## src/inc/c8x_pkg.sv

```systemverilog
// constants, instruction classes and decode helpers for the 8-bit core
package c8x_pkg;
  localparam logic [11:0] PC_RESET = 12'h000;
  localparam logic [11:0] ISR_VECTOR = 12'hff0;
  localparam logic [7:0] ADDR_X = 8'h80;
  localparam logic [7:0] ADDR_ACC = 8'hff;
  localparam logic [11:0] FLAG_BASE = 12'h001;
  localparam logic [11:0] BTEST_BASE = 12'h002;
  localparam logic [2:0] CYC_SHORT = 3'h2;
  localparam logic [2:0] CYC_BTEST = 3'h5;
  localparam logic [2:0] CYC_LONG = 3'h4;
  localparam int STACK_DEPTH = 6;
  localparam logic [2:0] ALU_CP = 3'h1;
  localparam logic [2:0] ALU_ADD = 3'h2;
  localparam logic [2:0] ALU_INC = 3'h3;
  localparam logic [2:0] ALU_AND = 3'h5;
  localparam logic [2:0] ALU_SUB = 3'h6;
  localparam logic [2:0] ALU_DEC = 3'h7;
  localparam logic [3:0] ACC_COM = 4'h0;
  localparam logic [3:0] ACC_RLC = 4'h1;
  localparam logic [3:0] ACC_SLA = 4'h2;
  localparam logic [3:0] ACC_CLRA = 4'h3;
  localparam logic [3:0] ACC_CLRM = 4'h4;
  localparam logic [2:0] CTRL_RET = 3'h1;
  localparam logic [2:0] CTRL_RETURN_FROM_INTERRUPT = 3'h2;
  localparam logic [2:0] CTRL_STOP = 3'h3;
  localparam logic [2:0] CTRL_WAIT = 3'h4;

  typedef enum logic [2:0] {CL_BRANCH, CL_CALLJP, CL_BTEST, CL_BITMOD, CL_CTRL, CL_ACCU, CL_SHORT, CL_ALU} c8x_class_t;

  function automatic c8x_class_t op_class(input logic [7:0] op);
    c8x_class_t cl;
    cl = CL_ALU;
    if (!op[0]) cl = CL_BRANCH;
    else case (op[2:1])
      2'h0: cl = CL_CALLJP;
      2'h1: cl = op[3] ? CL_BITMOD : CL_BTEST;
      2'h2: cl = op[3] ? CL_ACCU : (op[4] ? CL_SHORT : CL_CTRL);
      default: cl = CL_ALU;
    endcase
    return cl;
  endfunction

  function automatic logic [1:0] op_bytes(input logic [7:0] op);
    case (op_class(op))
      CL_BTEST: return 2'h3;
      CL_CALLJP, CL_BITMOD: return 2'h2;
      CL_ACCU: return (op[7:4] == ACC_CLRM) ? 2'h2 : 2'h1;
      CL_ALU: return op[3] ? 2'h2 : 2'h1;
      default: return 2'h1;
    endcase
  endfunction

  function automatic logic [2:0] op_cycles(input logic [7:0] op);
    case (op_class(op))
      CL_BRANCH, CL_CTRL: return CYC_SHORT;
      CL_BTEST: return CYC_BTEST;
      default: return CYC_LONG;
    endcase
  endfunction
endpackage

```

## src/logic/c8x_core.sv

```systemverilog
// execution core: arithmetic, branches, bit ops, control, jump and call
// Contract
// - arithmetic takes accumulator plus memory or immediate
// - clear, inc, dec reach all 256 bytes
// - complement, rotate, shift act on accumulator only
// - branch taken only when condition holds
// - flag branch span -15 to +16
// - bit-test branch span -126 to +129
// - tested bit into carry, zero kept
// - bit set/clear any bit, flags kept
// - stop becomes wait when watchdog selected
// - jump and call reach whole program space
// - branch opcode holds condition, direction, span
// - opcode bit 4 picks index register
// - target joins opcode nibble with next byte
// - six-entry hardware return stack
`timescale 1ns/100ps
module c8x_core #(
  parameter int STACK_DEPTH = c8x_pkg::STACK_DEPTH
) (
  // clock and reset
  input wire logic sys_clk_in,
  input wire logic reset_n_in,
  // program memory
  output logic [11:0] pm_addr_out,
  input wire logic [7:0] pm_data_in,
  // data space
  output logic [7:0] ds_addr_out,
  output logic [7:0] ds_wdata_out,
  output logic ds_we_out,
  input wire logic [7:0] ds_rdata_in,
  // system
  input wire logic irq_in,
  input wire logic wdg_sel_in,
  output logic stop_mode_out,
  output logic wait_mode_out,
  output logic zero_flag_out,
  output logic carry_flag_out,
  output logic [7:0] acc_out
);
  if (STACK_DEPTH < 1 || STACK_DEPTH > 16) begin : g_chk
    $error("stack depth out of range");
  end

  logic [11:0] pc_q, ia_q;
  logic [7:0] opc_q, b1_q, b2_q, opnd_q, acc_q, ds_addr_q, ds_wdata_q;
  logic [7:0] sd_q [4];
  logic [11:0] stack_q [STACK_DEPTH];
  logic [2:0] cyc_q, irq_sync_q, wdg_sync_q;
  logic z_q, c_q, z_sv_q, c_sv_q, in_isr_q, stop_q, wait_q, ds_we_q, irq_q, wdg_q;
  c8x_pkg::c8x_class_t cls;
  logic [1:0] nbytes;
  logic [2:0] ncyc, bitsel;
  logic last, lp, take_irq, cond_ok, bit_val, ex_z, ex_c, ex_acc_we, ex_mem_we;
  logic [7:0] rd_val, ex_acc, ex_mem;
  logic [8:0] sum9, dif9;
  logic [11:0] br_tgt;

  assign pm_addr_out = pc_q;
  assign ds_addr_out = ds_addr_q;
  assign ds_wdata_out = ds_wdata_q;
  assign ds_we_out = ds_we_q;
  assign stop_mode_out = stop_q;
  assign wait_mode_out = wait_q;
  assign zero_flag_out = z_q;
  assign carry_flag_out = c_q;
  assign acc_out = acc_q;

  // ----------------------------------------
  // input synchronisers
  // ----------------------------------------
  always_ff @(posedge sys_clk_in or negedge reset_n_in) begin
    if (!reset_n_in) begin
      irq_sync_q <= 3'h0;
      wdg_sync_q <= 3'h0;
      irq_q <= 1'b0;
      wdg_q <= 1'b0;
    end else begin
      irq_sync_q <= {irq_sync_q[1:0], irq_in};
      wdg_sync_q <= {wdg_sync_q[1:0], wdg_sel_in};
      if (irq_sync_q[1] == irq_sync_q[2]) irq_q <= irq_sync_q[2];
      if (wdg_sync_q[1] == wdg_sync_q[2]) wdg_q <= wdg_sync_q[2];
    end
  end

  // ----------------------------------------
  // decode
  // ----------------------------------------
  assign cls = c8x_pkg::op_class(opc_q);
  assign nbytes = c8x_pkg::op_bytes(opc_q);
  assign ncyc = c8x_pkg::op_cycles(opc_q);
  assign lp = stop_q | wait_q;
  assign last = !lp && (cyc_q != 3'h0) && (cyc_q == ncyc - 3'h1);
  assign take_irq = !lp && (cyc_q == 3'h0) && irq_q && !in_isr_q;
  assign bitsel = {opc_q[5], opc_q[6], opc_q[7]};
  assign bit_val = opnd_q[bitsel];
  assign sum9 = {1'b0, acc_q} + {1'b0, opnd_q};
  assign dif9 = {1'b0, acc_q} - {1'b0, opnd_q};
  assign rd_val = (ds_addr_q == c8x_pkg::ADDR_ACC) ? acc_q :
                  (ds_addr_q[7:2] == c8x_pkg::ADDR_X[7:2]) ? sd_q[ds_addr_q[1:0]] : ds_rdata_in;

  always_comb begin
    case (opc_q[2:1])
      2'h0: cond_ok = !z_q;
      2'h1: cond_ok = !c_q;
      2'h2: cond_ok = z_q;
      default: cond_ok = c_q;
    endcase
    if (cls == c8x_pkg::CL_BTEST) cond_ok = (bit_val == opc_q[4]);
  end

  assign br_tgt = (cls == c8x_pkg::CL_BTEST) ?
                  ia_q + c8x_pkg::BTEST_BASE + {{4{b2_q[7]}}, b2_q} :
                  ia_q + c8x_pkg::FLAG_BASE + {{7{opc_q[7]}}, opc_q[7:3]};

  // ----------------------------------------
  // execution results
  // ----------------------------------------
  always_comb begin
    ex_z = z_q;
    ex_c = c_q;
    ex_acc_we = 1'b0;
    ex_acc = acc_q;
    ex_mem_we = 1'b0;
    ex_mem = opnd_q;
    case (cls)
      c8x_pkg::CL_ALU: begin
        case (opc_q[7:5])
          c8x_pkg::ALU_CP: begin
            ex_z = (dif9[7:0] == 8'h00);
            ex_c = dif9[8];
          end
          c8x_pkg::ALU_ADD, c8x_pkg::ALU_SUB: begin
            ex_acc_we = 1'b1;
            ex_acc = opc_q[7] ? dif9[7:0] : sum9[7:0];
            ex_z = (ex_acc == 8'h00);
            ex_c = opc_q[7] ? dif9[8] : sum9[8];
          end
          c8x_pkg::ALU_AND: begin
            ex_acc_we = 1'b1;
            ex_acc = acc_q & opnd_q;
            ex_z = (ex_acc == 8'h00);
          end
          c8x_pkg::ALU_INC, c8x_pkg::ALU_DEC: begin
            ex_mem_we = !(opc_q[3] && opc_q[4]);
            ex_mem = opc_q[7] ? opnd_q - 8'h01 : opnd_q + 8'h01;
            ex_z = ex_mem_we ? (ex_mem == 8'h00) : z_q;
          end
          default: ;
        endcase
      end
      c8x_pkg::CL_SHORT: begin
        ex_mem_we = 1'b1;
        ex_mem = opc_q[5] ? opnd_q - 8'h01 : opnd_q + 8'h01;
        ex_z = (ex_mem == 8'h00);
      end
      c8x_pkg::CL_ACCU: begin
        case (opc_q[7:4])
          c8x_pkg::ACC_COM, c8x_pkg::ACC_RLC, c8x_pkg::ACC_SLA: begin
            ex_acc_we = 1'b1;
            ex_c = acc_q[7];
            if (opc_q[7:4] == c8x_pkg::ACC_COM) ex_acc = ~acc_q;
            else ex_acc = {acc_q[6:0], (opc_q[7:4] == c8x_pkg::ACC_RLC) & c_q};
            ex_z = (ex_acc == 8'h00);
          end
          c8x_pkg::ACC_CLRA: begin
            ex_acc_we = 1'b1;
            ex_acc = 8'h00;
            ex_z = 1'b1;
            ex_c = 1'b0;
          end
          c8x_pkg::ACC_CLRM: begin
            ex_mem_we = 1'b1;
            ex_mem = 8'h00;
          end
          default: ;
        endcase
      end
      c8x_pkg::CL_BITMOD: begin
        ex_mem_we = 1'b1;
        ex_mem[bitsel] = opc_q[4];
      end
      c8x_pkg::CL_BTEST: ex_c = bit_val;
      c8x_pkg::CL_CTRL: begin
        if (opc_q[7:5] == c8x_pkg::CTRL_RETURN_FROM_INTERRUPT) begin
          ex_z = z_sv_q;
          ex_c = c_sv_q;
        end
      end
      default: ;
    endcase
  end

  // ----------------------------------------
  // sequencing, program counter and stack
  // ----------------------------------------
  always_ff @(posedge sys_clk_in or negedge reset_n_in) begin
    if (!reset_n_in) begin
      pc_q <= c8x_pkg::PC_RESET;
      ia_q <= c8x_pkg::PC_RESET;
      opc_q <= 8'h00;
      b1_q <= 8'h00;
      b2_q <= 8'h00;
      cyc_q <= 3'h0;
      in_isr_q <= 1'b0;
      for (int i = 0; i < STACK_DEPTH; i++) stack_q[i] <= 12'h000;
    end else if (take_irq) begin
      for (int i = STACK_DEPTH - 1; i > 0; i--) stack_q[i] <= stack_q[i - 1];
      stack_q[0] <= pc_q;
      pc_q <= c8x_pkg::ISR_VECTOR;
      in_isr_q <= 1'b1;
    end else if (!lp && cyc_q == 3'h0) begin
      opc_q <= pm_data_in;
      ia_q <= pc_q;
      pc_q <= pc_q + 12'h001;
      cyc_q <= 3'h1;
    end else if (!lp) begin
      cyc_q <= last ? 3'h0 : cyc_q + 3'h1;
      if ((cyc_q == 3'h1 && nbytes > 2'h1) || (cyc_q == 3'h2 && nbytes > 2'h2)) pc_q <= pc_q + 12'h001;
      if (cyc_q == 3'h1) b1_q <= pm_data_in;
      if (cyc_q == 3'h2) b2_q <= pm_data_in;
      if (last) begin
        case (cls)
          c8x_pkg::CL_BRANCH, c8x_pkg::CL_BTEST: if (cond_ok) pc_q <= br_tgt;
          c8x_pkg::CL_CALLJP: begin
            pc_q <= {opc_q[7:4], b1_q};
            if (!opc_q[3]) begin
              for (int i = STACK_DEPTH - 1; i > 0; i--) stack_q[i] <= stack_q[i - 1];
              stack_q[0] <= pc_q;
            end
          end
          c8x_pkg::CL_CTRL: begin
            if (opc_q[7:5] == c8x_pkg::CTRL_RET || opc_q[7:5] == c8x_pkg::CTRL_RETURN_FROM_INTERRUPT) begin
              pc_q <= stack_q[0];
              for (int i = 0; i < STACK_DEPTH - 1; i++) stack_q[i] <= stack_q[i + 1];
              stack_q[STACK_DEPTH - 1] <= 12'h000;
            end
            if (opc_q[7:5] == c8x_pkg::CTRL_RETURN_FROM_INTERRUPT) in_isr_q <= 1'b0;
          end
          default: ;
        endcase
      end
    end
  end

  // ----------------------------------------
  // data path and flags
  // ----------------------------------------
  always_ff @(posedge sys_clk_in or negedge reset_n_in) begin
    if (!reset_n_in) begin
      acc_q <= 8'h00;
      for (int i = 0; i < 4; i++) sd_q[i] <= 8'h00;
      {z_q, c_q, z_sv_q, c_sv_q, ds_we_q} <= 5'h00;
      ds_addr_q <= 8'h00;
      ds_wdata_q <= 8'h00;
      opnd_q <= 8'h00;
    end else begin
      ds_we_q <= 1'b0;
      if (take_irq) begin
        z_sv_q <= z_q;
        c_sv_q <= c_q;
      end
      if (!lp && cyc_q == 3'h1) begin
        case (cls)
          c8x_pkg::CL_ALU: begin
            if (!opc_q[3]) ds_addr_q <= sd_q[{1'b0, opc_q[4]}];
            else if (opc_q[4]) opnd_q <= pm_data_in;
            else ds_addr_q <= pm_data_in;
          end
          c8x_pkg::CL_SHORT: ds_addr_q <= {c8x_pkg::ADDR_X[7:2], opc_q[7:6]};
          c8x_pkg::CL_BTEST, c8x_pkg::CL_BITMOD, c8x_pkg::CL_ACCU: ds_addr_q <= pm_data_in;
          default: ;
        endcase
      end
      if (!lp && cyc_q == 3'h2 && !(cls == c8x_pkg::CL_ALU && opc_q[3] && opc_q[4])) opnd_q <= rd_val;
      if (last) begin
        z_q <= ex_z;
        c_q <= ex_c;
        if (ex_acc_we) acc_q <= ex_acc;
        if (ex_mem_we) begin
          if (ds_addr_q == c8x_pkg::ADDR_ACC) acc_q <= ex_mem;
          else if (ds_addr_q[7:2] == c8x_pkg::ADDR_X[7:2]) sd_q[ds_addr_q[1:0]] <= ex_mem;
          else begin
            ds_we_q <= 1'b1;
            ds_wdata_q <= ex_mem;
          end
        end
      end
    end
  end

  // ----------------------------------------
  // low-power entry and wake
  // ----------------------------------------
  always_ff @(posedge sys_clk_in or negedge reset_n_in) begin
    if (!reset_n_in) begin
      stop_q <= 1'b0;
      wait_q <= 1'b0;
    end else if (lp) begin
      if (irq_q) {stop_q, wait_q} <= 2'h0;
    end else if (last && cls == c8x_pkg::CL_CTRL) begin
      if (opc_q[7:5] == c8x_pkg::CTRL_STOP) begin
        if (wdg_q) wait_q <= 1'b1;
        else stop_q <= 1'b1;
      end
      if (opc_q[7:5] == c8x_pkg::CTRL_WAIT) wait_q <= 1'b1;
    end
  end
endmodule // c8x_core

```

## config.mk

```make
export PLATFORM = sky130hd
export DESIGN_NAME = c8x_core
export DESIGN_NICKNAME = d
export VERILOG_FILES = /design/src/inc/c8x_pkg.sv /design/src/logic/c8x_core.sv
export SDC_FILE = /design/constraint.sdc
export NUM_CORES = 1
export LEC_CHECK = 0
export BUFFER_PORTS_ARGS = -buffer_cell sky130_fd_sc_hd__buf_2
export CAP_MARGIN = 0
export CELL_PAD_IN_SITES_DETAIL_PLACEMENT = 1
export CELL_PAD_IN_SITES_GLOBAL_PLACEMENT = 2
export CORE_MARGIN = 10
export CORE_UTILIZATION = 35
export CTS_CLUSTER_DIAMETER = 50
export DETAILED_ROUTE_END_ITERATION = 6
export PLACE_DENSITY = 0.72
export SYNTH_ARGS = -nofsm -noshare
export SYNTH_HDL_FRONTEND = slang
export SYNTH_SLANG_ARGS = --single-unit
```

## constraint.sdc

```tcl
create_clock -name sys_clk_in -period 3.13 [get_ports sys_clk_in]
set_input_delay 0.1565 -clock sys_clk_in [delete_from_list [all_inputs] [get_ports sys_clk_in]]
set_output_delay 0.1565 -clock sys_clk_in [all_outputs]
set_load 0.01 [all_outputs]
```

Yosys cells after proc, flatten, opt, wreduce, memory -nomap -nowiden
Index checks and enable logic that the tools add are counted.

storage, ports and cells
  register bits = 203
  bits of input ports = 20
  output and inout port bits = 41
  logic and storage cells = 282

operators by class
  add/sub/neg operators = 11
  magnitude comparators = 7
  equality and inequality tests = 42
  muxes and demuxes = 105
  bitwise operators = 11
  reductions and logical operators = 74

operators with widths
  cell                                           number
  two-way mux 72 bit                             6
  two-way mux 8 bit                              25
  one-hot mux 72 bit (2 select lines)            1
  two-way mux 12 bit                             8
  zero test 8 bit                                6
  one-hot mux 8 bit (2 select lines)             3
  one-hot mux 12 bit (3 select lines)            1
  binary-select mux 8 bit (select 2 bit)         2
  bitwise mux 32 bit                             1
  two-way mux 1 bit                              32
  one-hot mux 8 bit (4 select lines)             1
  AND reduction 4 bit                            7
  adder 12 x 1 -> 12 bit, second input constant  2
  adder 12 bit                                   2
  == test 3 bit, second input constant           8
  one-hot mux 8 bit (3 select lines)             1
  nonzero test 2 bit                             9
  demux 8 bit (select 2 bit)                     1
  logical AND 1 bit                              16
  == test 3 x 2 -> 1 bit, second input constant  5
  nonzero test 3 bit                             5
  adder 12 x 2 -> 12 bit, second input constant  1
  two-way mux 3 bit                              4
  != test 3 bit, second input constant           4
  other kinds (57)                               99

Depth between registers and ports, before layout
  depth after elaboration = 17
  mapped depth = 12
  depth with buffers taken out = 12

Least setup slack after synthesis
OpenSTA, ideal clock, no wires.

  kind = register to register
  from = reg opnd_q[2]
  to = reg acc_q[3] (netlist: acc_out[3])
  setup time = 0.138 ns
  data arrival time = 2.708 ns
  data required time = 2.992 ns
  path slack = 0.284 ns
  stages on the path, launching flop included = 12
  buffers on the path = 2
  clock period less this slack = 2.846 ns
  cell sequence = dfrtp_1 -> buf_1 -> inv_1 -> ha_1 -> clkbuf_1 -> nor3b_1 -> o311a_1 -> a2111oi_0 -> o21ai_0 -> a221oi_1 -> a21oi_1 -> a2bb2oi_1

between the ends
  longest elaborated chain between the ends = 7
  elaborated cells on any way between the ends = 14
  classes of those cells = add/sub: 4; mux: 10

ends and longest elaborated chain
  item                                                               line                            text
  start: declaration                                                 c8x_core.sv:46                  logic [7:0] opc_q, b1_q, b2_q, opnd_q, acc_q, ds_addr_q, ds_wdata_q;
  start signal: assignment                                           c8x_core.sv:267                 else if (opc_q[4]) opnd_q <= pm_data_in;
  start signal: assignment                                           c8x_core.sv:275                 if (!lp && cyc_q == 3'h2 && !(cls == c8x_pkg::CL_ALU && opc_q[3] && opc_q[4])) opnd_q <= rd_val;
  adder 8 x 8 -> 9 bit or subtractor 8 x 8 -> 9 bit (tied branches)  c8x_core.sv:97, c8x_core.sv:98
  two-way mux 8 bit                                                  c8x_core.sv:135                 ex_acc = opc_q[7] ? dif9[7:0] : sum9[7:0];
  one-hot mux 8 bit (2 select lines)                                 c8x_core.sv:128                 case (opc_q[7:5])
  one-hot mux 8 bit (2 select lines)                                 c8x_core.sv:126                 case (cls)
  two-way mux 8 bit                                                  c8x_core.sv:279                 if (ex_acc_we) acc_q <= ex_acc;
  two-way mux 8 bit                                                  c8x_core.sv:281                 if (ds_addr_q == c8x_pkg::ADDR_ACC) acc_q <= ex_mem;
  two-way mux 8 bit (*)                                              c8x_core.sv:280                 if (ex_mem_we) begin
  end signal: assignment                                             c8x_core.sv:281
  end: declaration                                                   c8x_core.sv:46

Every way passes the cells marked *; elsewhere a longest branch is shown, timed or not.
A chain may end at the register's enable or synchronous reset.

Final worst setup path
  from = reg opnd_q[0]
  to = reg acc_q[6] (netlist: acc_out[6])

Same word-level chain as after synthesis.

==> impl_metrics.ini <==
[worst_setup_path]
crit_start = opnd_q[0]$_DFFE_PN0P_
crit_slowest_cell = dfrtp_1
crit_path_frequent_cell = a211oi_1
reg2reg_depth = 10
r2r_slack_ns = 0.16
rr_endpoint = acc_out[6]$_DFFE_PN0P_
crit_chain = ha_1 > inv_1 > fa_1 > and3_1 > o211ai_1 > a211oi_1 > nor4b_2 > o21ai_0 > a31oi_1 > a211oi_1
cp.required_ns = 3.50
start_kind = flop
slowest_delay_ns = 0.50
worstPathArrival_ns = 3.34
worst-path-max-fanout = 5
worstSetupEndpointType = flop
endpoint = acc_out[6]$_DFFE_PN0P_
criticalPathCategory = flop to flop
r2r_start = opnd_q[0]$_DFFE_PN0P_

[route]
drtIter0Drc = 1034
drcViolationCount = 0
drtAntennaViolNets = 0
vias = 12900
wire_per_inst_um = 23.2
vias_per_cell = 5.81
routed_wl_um = 51600
first_pass_iters = 5

[finish]
fillers = 4493
final_common_cell = nand2_1
seqCellArea_mm2 = 0.00508
final_cell_mix = nand2_1, dfrtp_1, o21ai_0
nNetsFinal = 1758
drive_gt1_share_pct = 17.3
stdcell_count = 2221
multi_input_area_mm2 = 0.00810
diodes = 0
stdcell_area_mm2 = 0.0166
synthToLayoutAreaGrowth_pct = 20.5
fin_util_pct = 42.7

[min_path]
hold_class = input pin to flop

[logic_synthesis]
ys_seq_area_share_pct = 37.0
yosysUniqueCellTypes = 90
ys_ff_latch = 203
syn_nets = 1650
ys.warnings.count = 0
netlist_area_mm2 = 0.0137
post_synth.cell_area_avg_um2 = 8.74
synth_flop_cell = dfrtp_1
synth_edf_count = 0
syn_inst = 1571
async_flop_share_pct = 100

[placed_design]
place_inst = 2146
dp_hpwl_um = 37600
numPortBuffers = 60
postPlaceCellArea_mm2 = 0.0152
place_congestion = 0.893

[power]
leakage_uw = 0.00758
cellPowerDensity_mw_per_mm2 = 1150
max-vdd-ir-drop_v = 0.000422

[clock_network]
post_cts_buffers = 0
clkLatencyLatePin_ns = 0.54
path_clk_slew_ns = 0.06
cts.sinks = 203
clockBufferDepth = 3
cts_buffers = 34
cts_tree = built
htree_levels = 2
cts_root_buf = clkbuf_16

[floorplanning]
num_rows = 72
start_util_pct = 35.5
pin_count = 61
die_w_um = 218
die_y_um = 218
core_mm2 = 0.0387
die-area_mm2 = 0.0476

[global_route]
use_met2_pct = 32.0
grt_overflow_total = 0
grt_use_met1_pct = 31.9
top_usage_layer = met2
grtUsageTotal_pct = 21.6
grt_pass1_vias = 13100
grt_max_degree = 86
antenna_found_initial = 0
grt_pass1_wl_um = 81100
met3_usage_pct = 3.65

[timing]
final-hold-violation-count = 0
fin_crit_ns = 2.97
whs_ns = 0.0196
worst_slew_pin_slew_ns = 0.842
drv_slew = 0
fmax_mhz = 337
tns_ns = 0
fin_crit_sh_pct = 94.8
finalSetupViolCount = 0
relSlewSlack_pct = 43.6
fin_skew_ns = 0.0231

[job]
drv_cap = 0

[run_status]
outcome = complete, no violations
-- repair_timing --
item | 4_1_cts | 5_1_grt
endpoints found under the hold margin | 70 | 0
hold buffers | 15 | 0
gates resized for setup | 0 | 4
endpoints found under the setup margin | 0 | 9
-- Yosys cell counts, types with 6 or more instances --
library cell	number	area [µm²]
nor2b_1	19	119
a21oi_1	86	430
mux2_4	6	90.1
a211oi_1	16	120
or2_2	7	43.8
o211ai_1	14	105
nor4_1	10	62.6
o21ai_1	14	70.1
o21a_1	10	75.1
dfrtp_1	203	5080
mux2_2	30	338
a22oi_1	21	158
mux4_2	8	180
and3_1	17	106
xor2_1	17	149
nand2b_1	16	100
nand3_1	28	140
buf_2	16	80.1
nand2_1	229	860
inv_1	41	154
or3_1	7	43.8
ha_1	55	688
buf_1	12	45.0
mux2i_1	79	791
o21ai_0	153	766
nand4_1	11	68.8
a221oi_1	8	70.1
clkbuf_1	78	293
o2111ai_1	8	70.1
a222oi_1	12	120
nor3_1	33	165
xnor2_1	31	272
nor2_1	106	398
a22o_1	10	87.6
a31oi_1	20	125
o22ai_1	17	106
a21o_1	12	90.1
-- area by class of cell --
class / count / share of cell area, %
Inverter: 41 / 0.930
Sequential cell: 203 / 30.7
Clock buffer: 46 / 5.84
Tap cell: 518 / 3.91
Timing Repair Buffer: 182 / 8.16
Clock inverter: 14 / 1.53
Multi-Input combinational cell: 1217 / 48.9
-- cells by family after synthesis --
family	after synthesis	share of synthesized area (%)
buf+inv	151	4.40
mux	123	10.2
fa+ha+maj	61	5.74
xor+xnor	48	3.06
compound gates	459	21.5
flops	203	37.0
simple gates	526	18.2
-- how the worst min path moves through the flow --
| stage | depth (start not counted) | endpoint | startpoint |
|---|---|---|---|
| detailed placement | 1 | stack_q[20]$_DFFE_PN0P_ | reset_n_in |
| floorplan | 0 | acc_out[0]$_DFFE_PN0P_ | reset_n_in |
| finish | 3 | opnd_q[5]$_DFFE_PN0P_ | ds_rdata_in[5] |
| CTS | 3 | opnd_q[5]$_DFFE_PN0P_ | ds_rdata_in[5] |
| global route | 3 | opc_q[7]$_DFFE_PN0P_ | pm_data_in[7] |
| global placement | 1 | stack_q[8]$_DFFE_PN0P_ | reset_n_in |
-- state kept, by name, indices dropped and copies added (netlist names), 12 cells and up --
name / cells
stack_q: 72
sd_q: 32
ia_q: 12
pm_addr_out: 12
-- critical path: cells and delay by family, from the launching register on --
family	cells	cell delay [ns]
AND/OR/NAND/NOR	2	0.60
flip-flops	1	0.50
AO/OA/AOI/OAI	5	0.98
buffers and inverters	1	0.07
adder cells (fa/ha/maj)	2	0.68
-- power breakdown --
| group | internal, µW | switching (µW) |
|---|---|---|
| Combinational | 4040 | 6500 |
| Clock | 2670 | 1410 |
| Sequential | 3500 | 936 |
| Total | 10200 | 8850 |
-- through the flow --
| step | total power (µW) | setup slack [ns] |
|---|---|---|
| final | 19100 | 0.163 |
| after global routing | 20500 | -0.000128 |
| after CTS | 19100 | 0.0599 |
| after detailed placement | 14800 | 0.0738 |
| after global placement | 14700 | 0.0569 |
| after floorplan | 10900 | 0.284 |
-- routing by layer --
| metal | vias to the layer above | part of all wire [%] | wire length [µm] |
|---|---|---|---|
| met1 | 6497 | 48 | 25000 |
| met4 | 0 | 1.4 | 716 |
| li1 | 5977 | - | - |
| met3 | 50 | 6.5 | 3340 |
| met5 | - | 0 | 0 |
| met2 | 373 | 44 | 22500 |
No activity file was read; power rests on OpenSTA's default activity.
